File: src/design/vic_pkg.sv
// vic_pkg: constants and carrier types for the vectored interrupt controller
// assumes a 32-bit AXI4-Lite register bus and an 8-bit core with a 16-level return stack
package vic_pkg;

   // register byte addresses (printed offsets 0x0b and 0x1e are not word aligned)
   localparam logic [7:0] IDX_CTRL0     = 8'h0b;
   localparam logic [7:0] IDX_CTRL1     = 8'h1e;
   localparam logic [7:0] IDX_MFSTAT    = 8'h29;
   localparam logic [7:0] IDX_CORESTAT  = 8'h30;
   localparam logic [9:0] ADDR_CTRL0    = {IDX_CTRL0, 2'b00};
   localparam logic [9:0] ADDR_CTRL1    = {IDX_CTRL1, 2'b00};
   localparam logic [9:0] ADDR_MFSTAT   = {IDX_MFSTAT, 2'b00};
   localparam logic [9:0] ADDR_CORESTAT = {IDX_CORESTAT, 2'b00};

   // control 0 fields
   localparam int C0_GIE   = 0;
   localparam int C0_EA_EN = 1;
   localparam int C0_EB_EN = 2;
   localparam int C0_TA_EN = 3;
   localparam int C0_EA_F  = 4;
   localparam int C0_EB_F  = 5;
   localparam int C0_TA_F  = 6;
   localparam int C0_TEST  = 7;
   // control 1 fields
   localparam int C1_TB_EN = 0;
   localparam int C1_SR_EN = 1;
   localparam int C1_MF_EN = 2;
   localparam int C1_TB_F  = 4;
   localparam int C1_SR_F  = 5;
   localparam int C1_MF_F  = 6;
   // multi-source status fields
   localparam int MS_OVF  = 0;
   localparam int MS_TICK = 1;
   localparam int MS_RISE = 2;
   localparam int MS_FALL = 3;

   localparam logic [7:0] RST_CTRL0  = 8'h00;
   localparam logic [7:0] RST_CTRL1  = 8'h00;
   localparam logic [3:0] RST_MFSTAT = 4'h0;
   localparam logic [7:0] MASK_CTRL1 = 8'h77;

   // fixed vectors, highest priority first
   localparam logic [12:0] VEC_EXT_A   = 13'h0004;
   localparam logic [12:0] VEC_EXT_B   = 13'h0008;
   localparam logic [12:0] VEC_TIMER_A = 13'h000c;
   localparam logic [12:0] VEC_TIMER_B = 13'h0010;
   localparam logic [12:0] VEC_SERIAL  = 13'h0014;
   localparam logic [12:0] VEC_MULTI   = 13'h0018;

   localparam int STACK_DEPTH = 16;

   // external pin edge option
   typedef enum logic [1:0] {
      VIC_EDGE_FALL = 2'b00,
      VIC_EDGE_RISE = 2'b01,
      VIC_EDGE_BOTH = 2'b10
   } vic_edge_t;

   // core sequencer handshake
   typedef enum logic [1:0] {
      VIC_ST_IDLE = 2'b00,
      VIC_ST_ACK  = 2'b01
   } vic_state_t;

   // event pulses from peripherals
   typedef struct packed {
      logic timerA;
      logic timerB;
      logic serial;
      logic tick;
      logic remoteRise;
      logic remoteFall;
      logic remoteOvf;
   } vic_events_t;

   // core status toward the controller
   typedef struct packed {
      logic       phaseTwo;   // phase two clock strobe
      logic       retInt;     // return_from_interrupt executed
      logic       retSub;     // subroutine_return executed
      logic       halted;
      logic [4:0] stackLevel; // entries in use
   } vic_core_t;

endpackage

File: src/design/vic_top.sv
// vic_top: vectored interrupt controller with AXI4-Lite register slave
// assumes event pulses are one cycle in clk domain; pins are asynchronous
`timescale 1ns/1ps

// Operation
// - acknowledge clears global enable
// - blocked requests still latch their flags
// - full stack withholds acknowledge until return
// - only program counter pushed on acknowledge
// - pin edges set flags, edge is option
// - external vectors 04H/08H clear flag, enable; here only the flag is cleared, enable is kept
// - timer A flag bit 6, vector 0CH
// - timer B flag ctrl1 bit 4, vector 10H
// - serial done sets ctrl1 bit 5, 14H
// - serial enable bit 1; software clears flag
// - multi sources set ctrl1 bit 6, 18H
// - multi source status bits software cleared
// - interrupt return sets enable, subroutine not
// - nesting needs global and source enable
// - service at next phase two strobe
// - fixed priority external A first
// - global enable off masks all
// - any request wakes halted core
// - control 0 bit layout active high
// - flags hold until serviced or cleared
module vic_top #(
   parameter vic_pkg::vic_edge_t EXT_EDGE = vic_pkg::VIC_EDGE_FALL
) (
   input  wire logic                 clk,
   input  wire logic                 rstn,
   input  wire logic [9:0]           s_axi_awaddr,
   input  wire logic                 s_axi_awvalid,
   output logic                      s_axi_awready,
   input  wire logic [31:0]          s_axi_wdata,
   input  wire logic [3:0]           s_axi_wstrb,
   input  wire logic                 s_axi_wvalid,
   output logic                      s_axi_wready,
   output logic [1:0]                s_axi_bresp,
   output logic                      s_axi_bvalid,
   input  wire logic                 s_axi_bready,
   input  wire logic [9:0]           s_axi_araddr,
   input  wire logic                 s_axi_arvalid,
   output logic                      s_axi_arready,
   output logic [31:0]               s_axi_rdata,
   output logic [1:0]                s_axi_rresp,
   output logic                      s_axi_rvalid,
   input  wire logic                 s_axi_rready,
   input  wire logic                 extIrqPinA,
   input  wire logic                 extIrqPinB,
   input  wire vic_pkg::vic_events_t events,
   input  wire vic_pkg::vic_core_t   core,
   output logic                      irqAck,
   output logic [12:0]               irqVector,
   output logic                      pushPc,
   output logic                      wakeUp
);

   // pin synchronisers: first stage read only by second
   logic [1:0] pinS1_q, pinS2_q, pinS3_q;
   always_ff @(posedge clk) begin
      if (!rstn) begin
         pinS1_q <= 2'b11;
         pinS2_q <= 2'b11;
         pinS3_q <= 2'b11;
      end else begin
         pinS1_q <= {extIrqPinB, extIrqPinA};
         pinS2_q <= pinS1_q;
         pinS3_q <= pinS2_q;
      end
   end

   // edge detection per build option
   logic [1:0] pinEdge;
   always_comb begin
      case (EXT_EDGE)
         vic_pkg::VIC_EDGE_RISE: pinEdge = pinS2_q & ~pinS3_q;
         vic_pkg::VIC_EDGE_BOTH: pinEdge = pinS2_q ^ pinS3_q;
         default:                pinEdge = ~pinS2_q & pinS3_q;
      endcase
   end

   // register state
   logic [7:0] ctrl0_q, ctrl0_d;
   logic [7:0] ctrl1_q, ctrl1_d;
   logic [3:0] mfStat_q, mfStat_d;
   vic_pkg::vic_state_t st_q, st_d;
   logic        ack_q, ack_d;
   logic [12:0] vec_q, vec_d;
   logic        wake_q, wake_d;

   // bus channel state
   logic        awHeld_q, awHeld_d, wHeld_q, wHeld_d;
   logic [9:0]  awAddr_q, awAddr_d;
   logic [31:0] wData_q, wData_d;
   logic [3:0]  wStrb_q, wStrb_d;
   logic        bValid_q, bValid_d, rValid_q, rValid_d;
   logic [1:0]  bResp_q, bResp_d, rResp_q, rResp_d;
   logic [31:0] rData_q, rData_d;
   logic        awRdy_q, awRdy_d, wRdy_q, wRdy_d, arRdy_q, arRdy_d;

   // pending and priority
   logic [5:0] pend;
   logic       stackFull;
   logic       doWrite;
   always_comb begin
      stackFull = (core.stackLevel >= 5'(vic_pkg::STACK_DEPTH));
      // source enable gates each flag; global enable is checked at service
      pend[0] = ctrl0_q[vic_pkg::C0_EA_EN] & ctrl0_q[vic_pkg::C0_EA_F];
      pend[1] = ctrl0_q[vic_pkg::C0_EB_EN] & ctrl0_q[vic_pkg::C0_EB_F];
      pend[2] = ctrl0_q[vic_pkg::C0_TA_EN] & ctrl0_q[vic_pkg::C0_TA_F];
      pend[3] = ctrl1_q[vic_pkg::C1_TB_EN] & ctrl1_q[vic_pkg::C1_TB_F];
      pend[4] = ctrl1_q[vic_pkg::C1_SR_EN] & ctrl1_q[vic_pkg::C1_SR_F];
      pend[5] = ctrl1_q[vic_pkg::C1_MF_EN] & ctrl1_q[vic_pkg::C1_MF_F];
      doWrite = awHeld_q & wHeld_q & ~bValid_q;
   end

   // flags, enables, acknowledge sequencing
   always_comb begin
      ctrl0_d  = ctrl0_q;
      ctrl1_d  = ctrl1_q;
      mfStat_d = mfStat_q;
      st_d     = st_q;
      ack_d    = 1'b0;
      vec_d    = vec_q;
      // software write first so hardware set wins afterwards
      if (doWrite && wStrb_q[0]) begin
         if (awAddr_q == vic_pkg::ADDR_CTRL0) begin
            ctrl0_d = wData_q[7:0];
         end else if (awAddr_q == vic_pkg::ADDR_CTRL1) begin
            ctrl1_d = wData_q[7:0] & vic_pkg::MASK_CTRL1;
         end else if (awAddr_q == vic_pkg::ADDR_MFSTAT) begin
            mfStat_d = wData_q[3:0];
         end
      end
      if (core.retInt) begin
         ctrl0_d[vic_pkg::C0_GIE] = 1'b1;
      end
      // service on phase two strobe, highest first, rest stay
      case (st_q)
         vic_pkg::VIC_ST_IDLE: begin
            if (core.phaseTwo && ctrl0_q[vic_pkg::C0_GIE] && !stackFull
                && (pend != 6'h00)) begin
               ack_d = 1'b1;
               st_d  = vic_pkg::VIC_ST_ACK;
               ctrl0_d[vic_pkg::C0_GIE] = 1'b0;
               if (pend[0]) begin
                  vec_d = vic_pkg::VEC_EXT_A;
                  ctrl0_d[vic_pkg::C0_EA_F] = 1'b0;
               end else if (pend[1]) begin
                  vec_d = vic_pkg::VEC_EXT_B;
                  ctrl0_d[vic_pkg::C0_EB_F] = 1'b0;
               end else if (pend[2]) begin
                  vec_d = vic_pkg::VEC_TIMER_A;
                  ctrl0_d[vic_pkg::C0_TA_F] = 1'b0;
               end else if (pend[3]) begin
                  vec_d = vic_pkg::VEC_TIMER_B;
                  ctrl1_d[vic_pkg::C1_TB_F] = 1'b0;
               end else if (pend[4]) begin
                  vec_d = vic_pkg::VEC_SERIAL;
               end else begin
                  vec_d = vic_pkg::VEC_MULTI;
                  ctrl1_d[vic_pkg::C1_MF_F] = 1'b0;
               end
            end
         end
         default: begin
            st_d = vic_pkg::VIC_ST_IDLE;
         end
      endcase
      // hardware sets win over any clear
      if (pinEdge[0])       ctrl0_d[vic_pkg::C0_EA_F] = 1'b1;
      if (pinEdge[1])       ctrl0_d[vic_pkg::C0_EB_F] = 1'b1;
      if (events.timerA)    ctrl0_d[vic_pkg::C0_TA_F] = 1'b1;
      if (events.timerB)    ctrl1_d[vic_pkg::C1_TB_F] = 1'b1;
      if (events.serial)    ctrl1_d[vic_pkg::C1_SR_F] = 1'b1;
      if (events.remoteOvf) mfStat_d[vic_pkg::MS_OVF]  = 1'b1;
      if (events.tick)      mfStat_d[vic_pkg::MS_TICK] = 1'b1;
      if (events.remoteRise) mfStat_d[vic_pkg::MS_RISE] = 1'b1;
      if (events.remoteFall) mfStat_d[vic_pkg::MS_FALL] = 1'b1;
      if (events.remoteOvf | events.tick | events.remoteRise | events.remoteFall) begin
         ctrl1_d[vic_pkg::C1_MF_F] = 1'b1;
      end
      // any latched request wakes a halted core
      wake_d = core.halted && ((ctrl0_d[6:4] != 3'h0) || (ctrl1_d[6:4] != 3'h0));
   end

   always_ff @(posedge clk) begin
      if (!rstn) begin
         ctrl0_q  <= vic_pkg::RST_CTRL0;
         ctrl1_q  <= vic_pkg::RST_CTRL1;
         mfStat_q <= vic_pkg::RST_MFSTAT;
         st_q     <= vic_pkg::VIC_ST_IDLE;
         ack_q    <= 1'b0;
         vec_q    <= 13'h0000;
         wake_q   <= 1'b0;
      end else begin
         ctrl0_q  <= ctrl0_d;
         ctrl1_q  <= ctrl1_d;
         mfStat_q <= mfStat_d;
         st_q     <= st_d;
         ack_q    <= ack_d;
         vec_q    <= vec_d;
         wake_q   <= wake_d;
      end
   end

   // ack doubles as pc push; no other state is saved
   assign irqAck    = ack_q;
   assign pushPc    = ack_q;
   assign irqVector = vec_q;
   assign wakeUp    = wake_q;

   // axi-lite slave: one write and one read at a time
   always_comb begin
      awHeld_d = awHeld_q;
      wHeld_d  = wHeld_q;
      awAddr_d = awAddr_q;
      wData_d  = wData_q;
      wStrb_d  = wStrb_q;
      bValid_d = bValid_q;
      bResp_d  = bResp_q;
      rValid_d = rValid_q;
      rResp_d  = rResp_q;
      rData_d  = rData_q;
      if (s_axi_awvalid && !awHeld_q) begin
         awHeld_d = 1'b1;
         awAddr_d = s_axi_awaddr;
      end
      if (s_axi_wvalid && !wHeld_q) begin
         wHeld_d = 1'b1;
         wData_d = s_axi_wdata;
         wStrb_d = s_axi_wstrb;
      end
      if (doWrite) begin
         bValid_d = 1'b1;
         awHeld_d = 1'b0;
         wHeld_d  = 1'b0;
         if (awAddr_q == vic_pkg::ADDR_CTRL0 || awAddr_q == vic_pkg::ADDR_CTRL1
             || awAddr_q == vic_pkg::ADDR_MFSTAT) begin
            bResp_d = 2'b00;
         end else begin
            bResp_d = 2'b10; // unmapped or read-only
         end
      end else if (bValid_q && s_axi_bready) begin
         bValid_d = 1'b0;
      end
      if (s_axi_arvalid && !rValid_q) begin
         rValid_d = 1'b1;
         rResp_d  = 2'b00;
         if (s_axi_araddr == vic_pkg::ADDR_CTRL0) begin
            rData_d = {24'h000000, ctrl0_q};
         end else if (s_axi_araddr == vic_pkg::ADDR_CTRL1) begin
            rData_d = {24'h000000, ctrl1_q};
         end else if (s_axi_araddr == vic_pkg::ADDR_MFSTAT) begin
            rData_d = {28'h0000000, mfStat_q}; // no clear on read
         end else if (s_axi_araddr == vic_pkg::ADDR_CORESTAT) begin
            rData_d = {26'h0000000, stackFull, core.stackLevel};
         end else begin
            rData_d = 32'h00000000;
            rResp_d = 2'b10;
         end
      end else if (rValid_q && s_axi_rready) begin
         rValid_d = 1'b0;
      end
      // readies follow the next held state
      awRdy_d = ~awHeld_d;
      wRdy_d  = ~wHeld_d;
      arRdy_d = ~rValid_d;
   end

   always_ff @(posedge clk) begin
      if (!rstn) begin
         awHeld_q <= 1'b0;
         wHeld_q  <= 1'b0;
         awAddr_q <= 10'h000;
         wData_q  <= 32'h00000000;
         wStrb_q  <= 4'h0;
         bValid_q <= 1'b0;
         bResp_q  <= 2'b00;
         rValid_q <= 1'b0;
         rResp_q  <= 2'b00;
         rData_q  <= 32'h00000000;
         awRdy_q  <= 1'b1;
         wRdy_q   <= 1'b1;
         arRdy_q  <= 1'b1;
      end else begin
         awHeld_q <= awHeld_d;
         wHeld_q  <= wHeld_d;
         awAddr_q <= awAddr_d;
         wData_q  <= wData_d;
         wStrb_q  <= wStrb_d;
         bValid_q <= bValid_d;
         bResp_q  <= bResp_d;
         rValid_q <= rValid_d;
         rResp_q  <= rResp_d;
         rData_q  <= rData_d;
         awRdy_q  <= awRdy_d;
         wRdy_q   <= wRdy_d;
         arRdy_q  <= arRdy_d;
      end
   end

   // ready is registered-state based so outputs stem from flops
   assign s_axi_awready = awRdy_q;
   assign s_axi_wready  = wRdy_q;
   assign s_axi_bvalid  = bValid_q;
   assign s_axi_bresp   = bResp_q;
   assign s_axi_arready = arRdy_q;
   assign s_axi_rvalid  = rValid_q;
   assign s_axi_rresp   = rResp_q;
   assign s_axi_rdata   = rData_q;
endmodule

File: config.mk
export PLATFORM = sky130hd
export DESIGN_NAME = vic_top
export DESIGN_NICKNAME = d
export VERILOG_FILES = /design/src/design/vic_pkg.sv /design/src/design/vic_top.sv
export SDC_FILE = /design/constraint.sdc
export NUM_CORES = 1
export LEC_CHECK = 0
export ABC_AREA = 1
export BUFFER_PORTS_ARGS = -buffer_cell sky130_fd_sc_hd__buf_4
export CORE_ASPECT_RATIO = 2
export CORE_UTILIZATION = 43
export DETAILED_ROUTE_END_ITERATION = 12
export PLACE_DENSITY = 0.83
export SLEW_MARGIN = 20
export SYNTH_ARGS = -nofsm -noshare
export SYNTH_HDL_FRONTEND = slang
export SYNTH_SLANG_ARGS = --single-unit
File: constraint.sdc
create_clock -name clk -period 1.3 [get_ports clk]
set_input_delay 0.26 -clock clk [delete_from_list [all_inputs] [get_ports clk]]
set_output_delay 0.26 -clock clk [all_outputs]
set_load 0.05 [all_outputs]
Yosys cells after proc, flatten, opt, wreduce, memory -nomap -nowiden

Index checks and enable logic that the tools add are counted.

Input bits: 81
Logic and storage cells: 165
Register bits: 102

Order comparisons: 1
Reduce and logical (&&, ||, !) cells: 38
Equality and inequality tests: 15
Bitwise logic cells: 18
Mux-type cells: 65

Operator list:

| operator                                                               | number |
|---|---|
| 7-bit 2-to-1 mux                                                       | 6 |
| 1-bit 2-to-1 mux                                                       | 39 |
| 10-bit by 8-bit equality test with 1-bit output, second input constant | 3 |
| 4-bit 2-to-1 mux                                                       | 6 |
| 10-bit by 6-bit equality test with 1-bit output, second input constant | 2 |
| 10-bit by 7-bit equality test with 1-bit output, second input constant | 2 |
| 2-bit nonzero test                                                     | 9 |
| 2-bit != test, second input constant                                   | 8 |
| 4-bit AND reduction                                                    | 4 |
| 5-bit 2-to-1 mux                                                       | 3 |
| 2-bit 2-to-1 mux                                                       | 6 |
| 6-bit 2-to-1 mux                                                       | 2 |
| 1-bit logical AND                                                      | 10 |
| 1-bit AND                                                              | 8 |
| 8-bit 2-to-1 mux                                                       | 1 |
| 3-bit 2-to-1 mux                                                       | 2 |
| 2-bit AND reduction                                                    | 3 |
| 3-bit nonzero test                                                     | 2 |
| 6-bit nonzero test                                                     | 1 |
| 5-bit >= comparator, second input constant                             | 1 |
| 1-bit inverter                                                         | 5 |
| 1-bit logical NOT                                                      | 4 |
| 1-bit logical OR                                                       | 3 |
| 1-bit OR                                                               | 3 |
| 4 further kinds                                                        | 4 |

Logic depth before layout (Yosys ltp)

Depth after elaboration: 15
Depth in mapped cells: 12

Worst setup path before layout

OpenSTA, ideal clock, no wires.

Kind: register to register
Start point: register bValid_q, in the netlist s_axi_bvalid
End point: register wake_q, in the netlist wakeUp
Arrival: 1,488 ps
Stages on the path, launching flop included: 13
Slack: -300 ps
Data required time: 1,189 ps
Path buffers: 0
Path through: dfxtp_1 inv_1 nand3_2 nor2_4 nand3_4 nand2_1 nand2_1 nand2_1 nand2_1 nor2_1 nand2_1 nor2_1 nor2_1

Longest elaborated chain between the ends: 15
Elaborated cells between the ends (all ways): 35
Classes of those cells: 28 x mux; 2 x bitwise; 5 x reduce/logical

Ends and longest elaborated chain:

| element                  | RTL line       | text |
|---|---|---|
| start: declaration       | vic_top.sv:96  | `logic bValid_q, bValid_d, rValid_q, rValid_d;` |
| start signal: assignment | vic_top.sv:292 | `bValid_q <= bValid_d;` |
| 1-bit inverter (*)       | vic_top.sv:114 | `doWrite = awHeld_q & wHeld_q & ~bValid_q;` |
| 1-bit AND (*)            | vic_top.sv:114 |  |
| 1-bit logical AND (*)    | vic_top.sv:126 | `if (doWrite && wStrb_q[0]) begin` |
| 7-bit 2-to-1 mux         | vic_top.sv:126 |  |
| 1-bit 2-to-1 mux         | vic_top.sv:158 | `end else if (pend[4]) begin` |
| 1-bit 2-to-1 mux         | vic_top.sv:155 | `end else if (pend[3]) begin` |
| 1-bit 2-to-1 mux         | vic_top.sv:152 | `end else if (pend[2]) begin` |
| 1-bit 2-to-1 mux         | vic_top.sv:149 | `end else if (pend[1]) begin` |
| 1-bit 2-to-1 mux         | vic_top.sv:146 | `if (pend[0]) begin` |
| 1-bit 2-to-1 mux         | vic_top.sv:141 | `if (core.phaseTwo && ctrl0_q[vic_pkg::C0_GIE] && !stackFull` |
| 1-bit 2-to-1 mux         | vic_top.sv:139 | `case (st_q)` |
| 1-bit 2-to-1 mux         | vic_top.sv:180 | `if (events.remoteOvf \| events.tick \| events.remoteRise \| events.remoteFall) begin` |
| 3-bit nonzero test       | vic_top.sv:184 | `wake_d = core.halted && ((ctrl0_d[6:4] != 3'h0) \|\| (ctrl1_d[6:4] != 3'h0));` |
| 1-bit logical OR (*)     | vic_top.sv:184 |  |
| 1-bit logical AND (*)    | vic_top.sv:184 |  |
| end signal: assignment   | vic_top.sv:203 | `wake_q <= wake_d;` |
| end: declaration         | vic_top.sv:89  | `logic wake_q, wake_d;` |

Mark *: on every way between the ends. The rest lies on a longest branch, timed or not.
A chain may end at the register's enable or synchronous reset.

Worst setup path in the final report

Start point: register awAddr_q[3]
End point: register wake_q, in the netlist wakeUp

Longest elaborated chain between the ends: 15
Elaborated cells between the ends (all ways): 37
Classes of those cells: 2 x eq/ne; 31 x mux; 4 x reduce/logical

Ends and longest elaborated chain:

| element                                         | RTL line       | text |
|---|---|---|
| start: declaration                              | vic_top.sv:93  | `logic [9:0] awAddr_q, awAddr_d;` |
| start signal: assignment                        | vic_top.sv:289 | `awAddr_q <= awAddr_d;` |
| 10-bit by 7-bit equality test with 1-bit output | vic_top.sv:129 | `end else if (awAddr_q == vic_pkg::ADDR_CTRL1) begin` |
| 7-bit 2-to-1 mux                                | vic_top.sv:129 |  |
| 7-bit 2-to-1 mux                                | vic_top.sv:127 | `if (awAddr_q == vic_pkg::ADDR_CTRL0) begin` |
| 7-bit 2-to-1 mux                                | vic_top.sv:126 |  |
| 1-bit 2-to-1 mux                                | vic_top.sv:158 |  |
| 1-bit 2-to-1 mux                                | vic_top.sv:155 |  |
| 1-bit 2-to-1 mux                                | vic_top.sv:152 |  |
| 1-bit 2-to-1 mux                                | vic_top.sv:149 |  |
| 1-bit 2-to-1 mux                                | vic_top.sv:146 |  |
| 1-bit 2-to-1 mux                                | vic_top.sv:141 |  |
| 1-bit 2-to-1 mux                                | vic_top.sv:139 |  |
| 1-bit 2-to-1 mux                                | vic_top.sv:180 |  |
| 3-bit nonzero test                              | vic_top.sv:184 |  |
| 1-bit logical OR (*)                            | vic_top.sv:184 |  |
| 1-bit logical AND (*)                           | vic_top.sv:184 |  |

Marked as above.

==> impl_metrics.toml <==
[global_route]
grt_max_degree = 42
grt_pass1_wl_um = 14400
overflow = 0
grt_use_total = 0.233
grt_pass1_vias = 3338
antenna_found_initial = 0

[finish]
drive_gt1_frac = 0.438
num_antenna_cells = 0
multi_input_area_um2 = 1730
fin_util = 0.668
mostFrequentLayoutCells = "buf_4 (147), nand2_1 (60), inv_1 (51)"
area_growth_pct = 49.8
fill_cells = 586
seq_area_um2 = 1350
fin_area_um2 = 4890
layout_commonest_cell = "buf_4"
fin_nets = 690

[synth]
synth_top_family_by_area = "simple AND/OR/NAND/NOR gates"
yosysWarnings = 0
synth_fa_ha_area_frac = 0
syn_inst = 459
yosys.area_share.simple = 0.283
yosysSeqAreaShare = 0.405
synth-async-reset-ratio = 0
synth.distinct_cells = 30
synth_area_um2 = 3260
synth_edf_count = 0
ys_ff_latch = 66
synthMuxAreaShare = 0
yosysTopAreaCellShare = 0.405
synth_area_per_cell_um2 = 7.11
synth_compound_area_frac = 0.140
synth_xor_area_frac = 0
ys.flop_type = "dfxtp_1"
yosys.area.top_type = "dfxtp_1"
synth.area.top_cells = "dfxtp_1 (40%), nand2_1 (9.5%), buf_4 (8.5%)"

[clock_tree]
tritoncts = "done"
cts_made_buffers = 9
clk_pin_slew_worst_paths_ps = 50
clock_path_buffers = 2
htreeDepth = 3
cts_root_buf = "clkbuf_16"
cts_hold_buffers = 0
clk_latency_ps = 330
cts_sinks = 66

[floorplan]
die_h_um = 125
io_pins = 138
die_w_um = 63.6
start_util = 0.446
dieArea_um2 = 7970
core_um2 = 7320
core.rowCount = 44

[power]
seqPwrFrac = 0.402
intPower_w = 0.00385
clkPwrFrac = 0.403
power.total_w = 0.00554
combPwrFrac = 0.194
p_sw_w = 0.00169
power.leakage_nw = 2.38
p_sw_frac = 0.305
peakVddDrop_mv = 1.24
powerDensity_nw_per_um2 = 1130

[detailed_routing]
via_per_inst = 5.02
routed_wl_um = 10100
drtIter0Drc = 156
drc = 0
drt-pass1-iter-count = 4
ant_nets = 0
avgRoutedWirePerCell_um = 14.3
num_vias = 3541

[critical_path]
cpLargestDelayFamily = "simple AND/OR/NAND/NOR gates"
crit_type = "flip-flop to flip-flop"
cp-end-kind = "flip-flop"
worstPathCellList = "buf_6 -> nand2_2 -> nor2_2 -> nand3_2 -> nand4_1 -> nand2_1 -> a21oi_2 -> nand2_2 -> nor2_2 -> nor2_1"
arrival_ps = 1790
crit_buf_inv = 1
critPathMaxFanout = 3
cp.required_ps = 1520
slowest_delay_ps = 340
start_kind = "flip-flop"
slowest_stage = "dfxtp_2"

[timing]
setup_slack_ps = -266
skew_ps = 5.07
finalHoldViolCount = 0
period_minus_slack_ps = 1570
slew_violations = 0
fmax_mhz = 639
setup_violations = 20
fin_crit_sh = 1.20
rsz0062_at_grt = "true"

[hold_path]
hold_class = "input pin to flip-flop"

[flow_run]
cap_violations = 0

[placement]
portBuffers = 73
place_area_um2 = 4270
post-dp-hpwl_um = 6730
gp_congestion = 0.921

[status]
violations = "setup timing"
outcome = "finished with violations"
-- cell type report --
| type | count | area share |
|---|---|---|
| Multi-Input combinational cell | 316 | 0.354 |
| Sequential cell | 66 | 0.277 |
| Timing Repair Buffer | 151 | 0.237 |
| Inverter | 65 | 0.0514 |
| Clock buffer | 10 | 0.0489 |
| Tap cell | 92 | 0.0235 |
| Clock inverter | 6 | 0.00870 |
-- state kept, by name (all words and copies together), names as in the netlist, 2 cells and up --
| name | count |
|---|---|
| mfStat_q | 4 |
| pinS1_q | 2 |
| ctrl1_q | 6 |
| wData_q | 8 |
| irqVector | 3 |
| ctrl0_q | 8 |
| s_axi_rdata | 8 |
| awAddr_q | 10 |
| pinS2_q | 2 |
| pinS3_q | 2 |
-- cells by family (layout without fill, tap and decap cells) --
logic type	after synthesis	count (layout)
simple gates	193	193
buf+inv	112	232
compound gates	87	87
flops	66	66
other cells	1	36
-- metrics by stage --
stage	TNS, ps	cells	hold slack (ps)	setup WS, ps
2_1_floorplan	-436	494	367	-140
3_3_place_gp	-2210	679	402	-212
3_5_place_dp	-4030	679	406	-381
4_1_cts	-1570	698	112	-256
5_1_grt	-3670	706	104	-336
6_report	-2250	706	117	-266
-- final timing paths --
kind / start / to / slack (ps) / depth (start not counted)
max: awAddr_q[3]$_SDFFE_PN0P_ / wakeUp$_SDFF_PN0_ / -270 / 10
min: extIrqPinA / pinS1_q[0]$_SDFF_PN1_ / 120 / 2
max reg2reg: awAddr_q[3]$_SDFFE_PN0P_ / wakeUp$_SDFF_PN0_ / -270 / 10
min reg2reg: pinS2_q[0]$_SDFF_PN1_ / pinS3_q[0]$_SDFF_PN1_ / 420 / 2
-- cell usage after synthesis, types with 3 or more instances --
master and n:
nor2_4 3, nand4_1 19, buf_4 37, or2_2 4, o21ai_0 38, nor3_1 3, nor2_2 4, nand3_2 3
nand3_1 21, nor2_1 46, inv_2 3, dfxtp_1 66, o21ai_1 7, nand2_1 83, inv_1 62, clkbuf_1 9
a21oi_1 35
-- power groups by stage --
stage | combinational (W) | sequential [W] | clock, W
global route | 0.00115 | 0.00224 | 0.00235
detailed placement | 0.000975 | 0.00225 | 0
finish | 0.00108 | 0.00223 | 0.00224
global placement | 0.000953 | 0.00224 | 0
floorplan | 0.000602 | 0.00232 | 0
CTS | 0.000999 | 0.00221 | 0.00224
-- routing by layer --
layer,vias up,global-route usage,wire [um],part of all wire
li1,1716,-,-,-
met1,1598,0.203,3360,0.33
met2,174,0.453,5660,0.56
met3,53,0.0447,498,0.049
met4,0,0.158,589,0.058
met5,-,0,0,0
-- worst register-to-register path, delay by kind of cell (launching register included) --
family,cells,cell delay [ps]
and+or+nand+nor,8,830
DFF,1,340
AOI/OAI and AO/OA,1,170
buffers and inverters,1,110
-- what timing repair did --
| action | 4_1_cts | 5_1_grt |
|---|---|---|
| buffers inserted | 4 | 8 |
| endpoints found under the setup margin | 21 | 36 |
| pin swaps | 16 | 30 |
| gates cloned | 0 | 0 |
| resized for setup | 23 | 80 |
Power figures use the tool's default switching activity.
